`src/core/capture_compare_defines.svh`:
```
`ifndef CAPTURE_COMPARE_DEFINES_SVH
`define CAPTURE_COMPARE_DEFINES_SVH

// ----------------------------------------------------------------
// register indices, byte address is four times the index
// ----------------------------------------------------------------
`define IDX_FLAGS       12'h00C
`define IDX_HOLD_LOW    12'h015
`define IDX_HOLD_HIGH   12'h016
`define IDX_CONTROL     12'h017
`define IDX_ENABLES     12'h08C
`define ADDR_FLAGS      12'h030
`define ADDR_HOLD_LOW   12'h054
`define ADDR_HOLD_HIGH  12'h058
`define ADDR_CONTROL    12'h05C
`define ADDR_ENABLES    12'h230

// ----------------------------------------------------------------
// field positions and reset values
// ----------------------------------------------------------------
`define FLAG_UNIT_BIT   2
`define FLAG_TIMER_BIT  0
`define CONTROL_RESET   8'h00
`define ENABLES_RESET   8'h00
`define HOLD_RESET      16'h0000
`define MODE_OFF        4'h0
`define MODE_TOGGLE     4'h2
`define MODE_CAP_FALL   4'h4
`define MODE_CAP_RISE   4'h5
`define MODE_CAP_DIV4   4'h6
`define MODE_CAP_DIV16  4'h7
`define MODE_SET        4'h8
`define MODE_CLEAR      4'h9
`define MODE_SOFT       4'hA
`define MODE_SPECIAL    4'hB
`define PRESC_LAST4     4'h3
`define PRESC_LAST16    4'hF

`endif

```
`src/core/capture_compare_pkg.sv`:
```
package capture_compare_pkg;

  // broad class of the mode select field
  typedef enum logic [2:0] {
    class_off,
    class_reserved,
    class_capture,
    class_compare,
    class_pwm
  } mode_class_type;

endpackage

```
`src/core/enhanced_capture_compare_unit.sv`:
```
// The implementer's own choice: register access over Wishbone.
`timescale 1ns/1ps
`include "capture_compare_defines.svh"

module enhanced_capture_compare_unit
(
  input  wire logic        clk_sys,
  input  wire logic        reset_n,
  input  wire logic        wb_cyc_i,
  input  wire logic        wb_stb_i,
  input  wire logic        wb_we_i,
  input  wire logic [11:0] wb_adr_i,
  input  wire logic [3:0]  wb_sel_i,
  input  wire logic [31:0] wb_dat_i,
  output logic      [31:0] wb_dat_o,
  output logic             wb_ack_o,
  input  wire logic [15:0] timer_value,
  input  wire logic        timer_tick,
  input  wire logic        timer_overflow,
  input  wire logic        adc_enabled,
  input  wire logic        pwm_modulated,
  input  wire logic        pin_a_in,
  output logic             output_a,
  output logic             output_b,
  output logic             output_c,
  output logic             output_d,
  output logic             output_a_oe_n,
  output logic             output_b_oe_n,
  output logic             output_c_oe_n,
  output logic             output_d_oe_n,
  output logic             special_trigger,
  output logic             timer_clear,
  output logic             adc_start,
  output logic      [9:0]  duty_value
);

  // --------------------------------------------------------------
  // mode decoding
  // --------------------------------------------------------------
  function automatic capture_compare_pkg::mode_class_type mode_class
  (
    input logic [3:0] mode
  );
    capture_compare_pkg::mode_class_type cls;
    cls = capture_compare_pkg::class_compare;
    if (mode == `MODE_OFF)
      cls = capture_compare_pkg::class_off;
    else if (mode == 4'h1 || mode == 4'h3)
      cls = capture_compare_pkg::class_reserved;
    else if (mode[3:2] == 2'b01)
      cls = capture_compare_pkg::class_capture;
    else if (mode[3:2] == 2'b11)
      cls = capture_compare_pkg::class_pwm;
    return cls;
  endfunction

  logic [7:0]  control_q;
  logic [15:0] hold_q;
  logic [7:0]  enables_q;
  logic        unit_flag_q;
  logic        timer_flag_q;
  logic [3:0]  presc_q;
  logic        cmp_latch_q;
  logic        match_prev_q;
  logic        reset_pend_q;

  wire [3:0] mode_select          = control_q[3:0];
  wire [1:0] output_configuration = control_q[7:6];
  wire [1:0] duty_low_bits        = control_q[5:4];

  capture_compare_pkg::mode_class_type cur_class;
  assign cur_class = mode_class(mode_select);

  wire is_capture = (cur_class == capture_compare_pkg::class_capture);
  wire is_compare = (cur_class == capture_compare_pkg::class_compare);
  wire is_pwm     = (cur_class == capture_compare_pkg::class_pwm);

  // --------------------------------------------------------------
  // wishbone decode
  // --------------------------------------------------------------
  wire req      = wb_cyc_i & wb_stb_i & ~wb_ack_o;
  wire wr_byte  = req & wb_we_i & wb_sel_i[0];
  wire [7:0] wd = wb_dat_i[7:0];
  wire hit_flags = (wb_adr_i == `ADDR_FLAGS);
  wire hit_low   = (wb_adr_i == `ADDR_HOLD_LOW);
  wire hit_high  = (wb_adr_i == `ADDR_HOLD_HIGH);
  wire hit_ctrl  = (wb_adr_i == `ADDR_CONTROL);
  wire hit_en    = (wb_adr_i == `ADDR_ENABLES);
  wire wr_flags  = wr_byte & hit_flags;
  wire wr_low    = wr_byte & hit_low;
  wire wr_high   = wr_byte & hit_high & ~is_pwm;
  wire wr_ctrl   = wr_byte & hit_ctrl;
  wire wr_en     = wr_byte & hit_en;

  // --------------------------------------------------------------
  // capture path
  // --------------------------------------------------------------
  logic pin_rise;
  logic pin_fall;

  // pin level itself is watched, driven or not
  pin_edge_detect u_edge
  (
    .clk_sys (clk_sys),
    .reset_n (reset_n),
    .pin_in  (pin_a_in),
    .rise    (pin_rise),
    .fall    (pin_fall)
  );

  wire div4_last  = (presc_q == `PRESC_LAST4);
  wire div16_last = (presc_q == `PRESC_LAST16);

  // qualified capture event per mode
  logic cap_event;
  always_comb
  begin
    cap_event = 1'b0;
    if (is_capture)
    begin
      unique case (mode_select[1:0])
        2'b00: cap_event = pin_fall;
        2'b01: cap_event = pin_rise;
        2'b10: cap_event = pin_rise & div4_last;
        2'b11: cap_event = pin_rise & div16_last;
      endcase
    end
  end

  // prescaler counts rises, wraps at its last count
  wire presc_used = is_capture & mode_select[1];
  logic [3:0] presc_d;
  always_comb
  begin
    presc_d = presc_q;
    if (!is_capture)
      presc_d = 4'h0;
    else if (presc_used && pin_rise)
      presc_d = cap_event ? 4'h0 : presc_q + 4'h1;
  end

  // --------------------------------------------------------------
  // compare path
  // --------------------------------------------------------------
  wire match      = (timer_value == hold_q);
  wire match_edge = match & ~match_prev_q;
  wire cmp_event  = is_compare & match_edge;
  wire special    = cmp_event & (mode_select == `MODE_SPECIAL);

  // compare output latch
  logic cmp_latch_d;
  always_comb
  begin
    cmp_latch_d = cmp_latch_q;
    if (mode_select == `MODE_OFF)
      cmp_latch_d = 1'b0;
    else if (cmp_event)
    begin
      unique case (mode_select)
        `MODE_TOGGLE: cmp_latch_d = ~cmp_latch_q;
        `MODE_SET:    cmp_latch_d = 1'b1;
        `MODE_CLEAR:  cmp_latch_d = 1'b0;
        default:      cmp_latch_d = cmp_latch_q;
      endcase
    end
  end

  // timer clear waits for next tick and needs a live match
  wire still_match = match & (mode_select == `MODE_SPECIAL);
  wire clear_now   = reset_pend_q & timer_tick & still_match;
  logic pend_d;
  always_comb
  begin
    pend_d = reset_pend_q;
    if (special)
      pend_d = 1'b1;
    else if (timer_tick || !still_match)
      pend_d = 1'b0;
  end

  // --------------------------------------------------------------
  // holding register and flags
  // --------------------------------------------------------------
  logic [15:0] hold_d;
  always_comb
  begin
    hold_d = hold_q;
    if (wr_low)
      hold_d[7:0] = wd;
    if (wr_high)
      hold_d[15:8] = wd;
    if (cap_event)
      hold_d = timer_value;
  end

  // set wins over a clearing write
  wire unit_set  = cap_event | cmp_event;
  wire unit_keep = wr_flags ? wd[`FLAG_UNIT_BIT] : unit_flag_q;
  wire tmr_keep  = wr_flags ? wd[`FLAG_TIMER_BIT] : timer_flag_q;
  wire unit_flag_d  = unit_set | unit_keep;
  wire timer_flag_d = timer_overflow | tmr_keep;

  // --------------------------------------------------------------
  // pin steering
  // --------------------------------------------------------------
  wire pol_ac = mode_select[1];
  wire pol_bd = mode_select[0];
  wire mod_ac = pwm_modulated ^ pol_ac;
  wire mod_bd = pwm_modulated ^ pol_bd;
  wire nmod_bd = ~pwm_modulated ^ pol_bd;

  logic [3:0] pin_val_d;
  logic [3:0] pin_oe_n_d;
  always_comb
  begin
    pin_val_d  = 4'h0;
    pin_oe_n_d = 4'hF;
    if (is_compare)
    begin
      pin_val_d[0]  = cmp_latch_q;
      pin_oe_n_d[0] = 1'b0;
    end
    else if (is_pwm)
    begin
      unique case (output_configuration)
        2'b00:
        begin
          pin_val_d  = {3'b000, mod_ac};
          pin_oe_n_d = 4'hE;
        end
        2'b01:
        begin
          pin_val_d  = {mod_bd, pol_ac, pol_bd, ~pol_ac};
          pin_oe_n_d = 4'h0;
        end
        2'b10:
        begin
          pin_val_d  = {2'b00, nmod_bd, mod_ac};
          pin_oe_n_d = 4'hC;
        end
        2'b11:
        begin
          pin_val_d  = {pol_bd, ~pol_ac, mod_bd, pol_ac};
          pin_oe_n_d = 4'h0;
        end
      endcase
    end
  end

  // duty value exists only in PWM
  wire [9:0] duty_d = is_pwm ? {hold_q[7:0], duty_low_bits} : 10'h000;

  // --------------------------------------------------------------
  // read mux
  // --------------------------------------------------------------
  logic [7:0] rd_byte;
  always_comb
  begin
    rd_byte = 8'h00;
    if (hit_flags)
    begin
      rd_byte[`FLAG_UNIT_BIT]  = unit_flag_q;
      rd_byte[`FLAG_TIMER_BIT] = timer_flag_q;
    end
    else if (hit_low)
      rd_byte = hold_q[7:0];
    else if (hit_high)
      rd_byte = hold_q[15:8];
    else if (hit_ctrl)
      rd_byte = control_q;
    else if (hit_en)
      rd_byte = enables_q;
  end

  // --------------------------------------------------------------
  // bus and control registers
  // --------------------------------------------------------------
  always_ff @(posedge clk_sys)
  begin
    if (!reset_n)
    begin
      wb_ack_o  <= 1'b0;
      wb_dat_o  <= 32'h00000000;
      control_q <= `CONTROL_RESET;
      enables_q <= `ENABLES_RESET;
    end
    else
    begin
      wb_ack_o <= req;
      wb_dat_o <= req ? {24'h000000, rd_byte} : 32'h00000000;
      if (wr_ctrl)
        control_q <= wd;
      if (wr_en)
        enables_q <= wd;
    end
  end

  // --------------------------------------------------------------
  // capture/compare state
  // --------------------------------------------------------------
  always_ff @(posedge clk_sys)
  begin
    if (!reset_n)
    begin
      hold_q       <= `HOLD_RESET;
      unit_flag_q  <= 1'b0;
      timer_flag_q <= 1'b0;
      presc_q      <= 4'h0;
      cmp_latch_q  <= 1'b0;
      match_prev_q <= 1'b0;
      reset_pend_q <= 1'b0;
    end
    else
    begin
      hold_q       <= hold_d;
      unit_flag_q  <= unit_flag_d;
      timer_flag_q <= timer_flag_d;
      presc_q      <= presc_d;
      cmp_latch_q  <= cmp_latch_d;
      match_prev_q <= match;
      reset_pend_q <= pend_d;
    end
  end

  // --------------------------------------------------------------
  // registered outputs
  // --------------------------------------------------------------
  always_ff @(posedge clk_sys)
  begin
    if (!reset_n)
    begin
      output_a        <= 1'b0;
      output_b        <= 1'b0;
      output_c        <= 1'b0;
      output_d        <= 1'b0;
      output_a_oe_n   <= 1'b1;
      output_b_oe_n   <= 1'b1;
      output_c_oe_n   <= 1'b1;
      output_d_oe_n   <= 1'b1;
      special_trigger <= 1'b0;
      timer_clear     <= 1'b0;
      adc_start       <= 1'b0;
      duty_value      <= 10'h000;
    end
    else
    begin
      output_a        <= pin_val_d[0];
      output_b        <= pin_val_d[1];
      output_c        <= pin_val_d[2];
      output_d        <= pin_val_d[3];
      output_a_oe_n   <= pin_oe_n_d[0];
      output_b_oe_n   <= pin_oe_n_d[1];
      output_c_oe_n   <= pin_oe_n_d[2];
      output_d_oe_n   <= pin_oe_n_d[3];
      special_trigger <= special;
      timer_clear     <= clear_now;
      adc_start       <= special & adc_enabled;
      duty_value      <= duty_d;
    end
  end

endmodule

```
`src/core/pin_edge_detect.sv`:
```
`timescale 1ns/1ps
`include "capture_compare_defines.svh"

module pin_edge_detect
(
  input  wire logic clk_sys,
  input  wire logic reset_n,
  input  wire logic pin_in,
  output logic      rise,
  output logic      fall
);

  logic meta_q;
  logic sync_q;
  logic prev_q;

  // --------------------------------------------------------------
  // two-stage synchroniser, then edge compare on the clean copy
  // --------------------------------------------------------------
  always_ff @(posedge clk_sys)
  begin
    if (!reset_n)
    begin
      meta_q <= 1'b0;
      sync_q <= 1'b0;
      prev_q <= 1'b0;
    end
    else
    begin
      meta_q <= pin_in;
      sync_q <= meta_q;
      prev_q <= sync_q;
    end
  end

  // edges from synchronised samples only
  assign rise = sync_q & ~prev_q;
  assign fall = ~sync_q & prev_q;

endmodule

```
`config.mk`:
```
export PLATFORM = sky130hd
export DESIGN_NAME = enhanced_capture_compare_unit
export DESIGN_NICKNAME = d
export VERILOG_FILES = /design/src/core/capture_compare_pkg.sv /design/src/core/enhanced_capture_compare_unit.sv /design/src/core/pin_edge_detect.sv
export VERILOG_INCLUDE_DIRS = /design/src /design/src/core
export SDC_FILE = /design/constraint.sdc
export NUM_CORES = 1
export LEC_CHECK = 0
export ABC_AREA = 1
export BUFFER_PORTS_ARGS = -buffer_cell sky130_fd_sc_hd__buf_2
export CAP_MARGIN = 20
export CORE_ASPECT_RATIO = 0.7
export CORE_MARGIN = 10
export CORE_UTILIZATION = 35
export CTS_BUF_LIST = sky130_fd_sc_hd__clkbuf_4
export DETAILED_ROUTE_END_ITERATION = 8
export PLACE_DENSITY = 0.69
export SYNTH_ARGS = -nofsm -noshare
export SYNTH_HDL_FRONTEND = slang
export SYNTH_SLANG_ARGS = --single-unit
```
`constraint.sdc`:
```
create_clock -name clk_sys -period 2 [get_ports clk_sys]
set_input_delay 0.1 -clock clk_sys [delete_from_list [all_inputs] [get_ports clk_sys]]
set_output_delay 0.1 -clock clk_sys [all_outputs]
set_load 0.005 [all_outputs]
```
## Word-level counts from Yosys, hierarchy flattened

Index checks and enable logic that the tools add are counted.

- Logic and storage cells: 139
- Bits of input ports: 74
- Memories kept: 0
- Output and inout bits: 54
- Memory bits (read-only): 0
- Bits in writable memories: 0
- Register bits after elaboration: 98
- Bits in latches: 0

- Bitwise gates (word level): 38
- Mux-type cells: 27
- Equality and inequality tests: 25
- $add $sub $neg: 1
- Reductions and logical operators: 19
- $lt $le $gt $ge: 0
- Shift-type cells: 0
- Multiply operators: 0
- Divide/modulo/power cells: 0

Operator list:

| kind | count |
|---|---|
| 8-bit two-way mux | 6 |
| 12-bit by 7-bit == test with 1-bit output (second input constant) | 3 |
| 1-bit AND | 22 |
| 16-bit == test | 1 |
| 4-bit == test (second input constant) | 4 |
| 16-bit two-way mux | 1 |
| 4-bit one-hot mux with 4 select lines | 1 |
| 12-bit by 10-bit == test with 1-bit output (second input constant) | 1 |
| 12-bit by 6-bit == test with 1-bit output (second input constant) | 1 |
| 4-bit by 2-bit == test with 1-bit output (second input constant) | 3 |
| 3-bit two-way mux | 4 |
| 4-bit one-hot mux with 3 select lines | 1 |
| 1-bit two-way mux | 11 |
| 2-bit == test (second input constant) | 5 |
| 1-bit inverter | 10 |
| 2-bit AND reduction | 4 |
| 2-bit by 1-bit == test with 1-bit output (second input constant) | 3 |
| 3-bit by 2-bit == test with 1-bit output (second input constant) | 2 |
| 2-bit nonzero test | 3 |
| 3-bit OR reduction | 2 |
| 4-bit by 1-bit adder with 4-bit output (second input constant) | 1 |
| 4-bit by 1-bit == test with 1-bit output (second input constant) | 1 |
| 2-bit logical NOT | 2 |
| 4-bit logical NOT | 1 |
| 11 further kinds | 17 |

## Logic depth before layout (Yosys ltp)

- Depth in word-level cells: 10
- Mapped depth: 11

## Modules after synthesis

Synthesis repeated with hierarchy kept, for this count alone.

- Cell total of the unflattened synthesis: 515
- Area, all modules: 3756.1 µm²

Modules (own cells, without submodules):

| module | sequential area each (µm²) | times used | cells an instance | area each (µm²) |
|---|---|---|---|---|
| enhanced_capture_compare_unit | 1401.3 | 1 | 502 | 3656.0 |
| pin_edge_detect | 60.1 | 1 | 13 | 100.1 |

## Worst setup path before layout

No wires, ideal clock.

- Kind: register -> register
- Start point: register wb_ack_o
- End point: register enables_q[0]
- Period minus slack after synthesis: 1436 ps
- Data arrival time: 1304 ps
- Setup time: 132 ps
- Slack: 564 ps
- Path buffers: 1
- Stages on the path, launching flop included: 7
- Cell sequence: dfxtp_1 -> nand3b_1 -> nor2_2 -> clkbuf_1 -> nand2_1 -> nand2_1 -> a21oi_1

- Word-level cells in the longest chain between the ends: 5

Ends and longest elaborated chain:

| element | RTL line | text |
|---|---|---|
| start: declaration | enhanced_capture_compare_unit.sv:16 | `output logic wb_ack_o,` |
| start signal: assignment | enhanced_capture_compare_unit.sv:289 | `wb_ack_o <= req;` |
| 1-bit inverter | enhanced_capture_compare_unit.sv:81 | `wire req = wb_cyc_i & wb_stb_i & ~wb_ack_o;` |
| 1-bit AND | enhanced_capture_compare_unit.sv:81 |  |
| 1-bit AND (2 in a row) | enhanced_capture_compare_unit.sv:82 | `wire wr_byte = req & wb_we_i & wb_sel_i[0];` |
| 1-bit AND | enhanced_capture_compare_unit.sv:93 | `wire wr_en = wr_byte & hit_en;` |
| end signal: assignment | enhanced_capture_compare_unit.sv:285 | `` enables_q <= `ENABLES_RESET; `` |
| end signal: assignment | enhanced_capture_compare_unit.sv:294 | `enables_q <= wd;` |
| end: declaration | enhanced_capture_compare_unit.sv:59 | `logic [7:0] enables_q;` |

Every way passes these cells.
A chain may end at the register's enable or synchronous reset.

## Worst setup path after layout

- Start point: register wb_ack_o
- End point: register hold_q[12]

- Word-level cells in the longest chain between the ends: 7

Ends and longest elaborated chain:

| element | RTL line | text |
|---|---|---|
| 1-bit inverter | enhanced_capture_compare_unit.sv:81 |  |
| 1-bit AND | enhanced_capture_compare_unit.sv:81 |  |
| 1-bit AND (2 in a row) | enhanced_capture_compare_unit.sv:82 |  |
| 1-bit AND (2 in a row) | enhanced_capture_compare_unit.sv:91 | `wire wr_high = wr_byte & hit_high & ~is_pwm;` |
| 2-bit nonzero test (no line) | -- |  |
| end signal: assignment | enhanced_capture_compare_unit.sv:305 | `` hold_q <= `HOLD_RESET; `` |
| end signal: assignment | enhanced_capture_compare_unit.sv:315 | `hold_q <= hold_d;` |
| end: declaration | enhanced_capture_compare_unit.sv:58 | `logic [15:0] hold_q;` |

Every way passes these cells.

==> run metrics <==
outcome=finished clean; initial antenna violation count=0; commonest non-fill, non-tap cell in the layout=nand2_1; drt wl/cell=13.7 µm; compound-cell area share of the yosys netlist=0.0911; hold_buf cts=27; CTS H-tree depth=3; asr flop ratio synth=0; Comb power frac=0.083; Routed Antenna Nets=0; adder-cell share of the synthesized area=0.00339; Synth Area in XOR/XNOR=0.0190; final count of hold timing violations=0; setup TNS=0 ns; post-synth top area cell=dfxtp_1; largest net degree at the start of global routing=33; Initial Utilization=0.358; Post-Syn Area=3690 µm²; Req. time, crit path=2.34 ns; Simple-Gate Fraction of Synth Area=0.332; Internal=1930 µW; Setup crit end kind=register; fraction of layout instances using a drive strength above 1=0.167; Yosys Warn Count=0; final setup vio count=0; met2 wire length=4800 µm; Die ar.=15100 µm²; top_reg_cell synth=dfxtp_1; Clock Skews=approximately 0.021 ns; f_max=581 MHz; syn_area_per_cell=6.72 µm²; top cells by area, synth=dfxtp_1 40%, nand2_1 14%, nand3_1 9.5%, inv_1 7.9%, nor2_1 5.2%; I/O Pins=128; worst hold start=wb_dat_i[0]; minimum clock period=1.72 ns; Sw Ratio=0.245; worst hold slack=0.0344 ns; Final period util=0.860; number of global-route vias before repair=3565; Crit Path Max Fanout=9; setup bufs post-CTS=0; total CTS buffers=9; R2R Path End=hold_q[12]$_SDFFE_PN0P_; root buffer cell=clkbuf_4; antenna cells=0; number of DRC markers in iteration 0=375; die width=143 µm; Nets=731; post-synthesis mux area share=0; Hold Path Class=in -> reg; buffers added on ports=76; hpwl dp=between 8000 and 9000 µm; CP Data Arrival Time=2.06 ns; Worst setup SP type=register; Hold Crit Depth=3; Vias/cell=4.81; Distinct cells, synth=33; RePlAce Congestion=0.952; sw power=625 µW; Cells after Synth=550; DRC=0; Filler Cells Inserted=approximately 1100; Seq pwr share=0.572; RSZ-0062 raised after global routing=no; Core Area=about 10000 µm²; TritonCTS clock tree=built; most frequent cells in the layout=138 x nand2_1, 78 x inv_1, 76 x buf_2; Routed WL=around 11000 µm; highest metal used=met4; Crit Path Category=reg -> reg; pre-CTS WS=0.267 ns; Initial DRT Pass Iterations=5; Synth Register Bits=73; Static Leak=0.00221 µW; total gr overflow=0; site row count=31; R2R depth=9; Post-synth EDFFs=0; sequential-to-total area share from yosys stat=0.396; Worst-Skew Late Latency=~0.44 ns; post-synth top area share=0.396; clock share of power=0.345; Die Ht=106 µm; first-pass GRT wire length=17000 µm; Slew Viols, Final=0; largest family of logic cells by synthesized area=simple AND/OR/NAND/NOR gates; overall routing resource usage=0.140; Longest Clk Path Bufs=2; clock transition at the registers of the reported paths=0.13 ns; reg2reg start=wb_ack_o$_SDFF_PN0_; Area growth syn-to-layout=21.7%; Max-Cap Viols=0; setup slack after layout=0.280 ns; clk sink count=73; Met3 Wirelength=~1100 µm; DRT met1 WL=4780 µm; Resize count post-CTS=0; Pwr Density=568 nW/µm²; Hold Path Sink=enables_q[0]$_SDFFE_PN0P_; flop-to-flop setup slack=approximately 0.28 ns; Peak VDD IR=0.289 mV; Vias=3802
[layer usage]
metal | vias to the layer above | global-route usage
met4 | 0 | 0.0485
met5 | - | 0
met2 | 186 | 0.217
met1 | 1709 | 0.182
met3 | 15 | 0.0400
li1 | 1892 | -
[power by group through the flow]
stage,clock network [µW],registers (µW),logic (µW)
4_1_cts,907,1460,207
2_1_floorplan,0,1490,109
3_3_place_gp,0,1490,161
3_5_place_dp,0,1490,165
6_report,881,1460,212
5_1_grt,968,1460,234
[worst max path at each step]
stage	startpoint	endpoint	slack [ns]	cells after the start
after floorplan	wb_ack_o$_SDFF_PN0_	enables_q[0]$_SDFFE_PN0P_	0.56	6
after global placement	wb_adr_i[1]	enables_q[1]$_SDFFE_PN0P_	0.32	7
after detailed placement	wb_adr_i[1]	enables_q[0]$_SDFFE_PN0P_	0.27	7
after CTS	wb_ack_o$_SDFF_PN0_	hold_q[12]$_SDFFE_PN0P_	0.31	9
after global routing	control_q[0]$_SDFFE_PN0P_	hold_q[14]$_SDFFE_PN0P_	0.13	10
final	wb_ack_o$_SDFF_PN0_	hold_q[12]$_SDFFE_PN0P_	0.28	9
[worst max-delay path, stage by stage (launching register included)]
cell      delay [ns]
dfxtp_1         0.33
nand3b_1        0.23
nor2_2          0.23
nand2_1         0.15
nor2_4          0.26
inv_2           0.13
nand3_1         0.10
nand3_1         0.08
nand2_1         0.06
inv_1           0.04
[through the flow]
stage                util  area, µm²  power, µW  std cells
floorplan               -       3780       1600        573
global placement    0.398       4100       1650        750
detailed placement  0.398       4100       1660        750
CTS                 0.436       4500       2570        791
global route        0.436       4500       2660        791
finish              0.436       4500       2550        791
[final cells by class]
cell class	instances	area, µm²	area share
Multi-Input combinational cell	380	1740	0.386
Sequential cell	73	1460	0.325
Timing Repair Buffer	110	703	0.156
Inverter	82	308	0.0685
Tap cell	132	165	0.0367
Clock buffer	10	75.1	0.0167
Clock inverter	4	46.3	0.0103
[kinds of logic after synthesis]
group / after synthesis
AO/OA/AOI/OAI: 65
XOR/XNOR: 8
adder cells (fa/ha/maj): 1
buffers and inverters: 120
flip-flops: 73
other: 1
AND/OR/NAND/NOR: 282
[synth_stat cells (3+ instances only)]
library cell,count
a21oi_1,24
buf_2,3
buf_4,25
buf_6,3
clkbuf_1,4
dfxtp_1,73
inv_1,78
inv_2,3
nand2_1,138
nand2_2,3
nand3_1,70
nand4_1,5
nor2_1,51
nor2_2,3
nor3_1,4
o21ai_0,32
o21ai_1,4
xor2_1,6
[registers in the layout (all words and copies together), names as in the netlist, 4 cells and up]
signal      flops
control_q       8
duty_value     10
wb_dat_o        8
hold_q         16
presc_q         4
enables_q       8
Power figures use the tool's default switching activity.
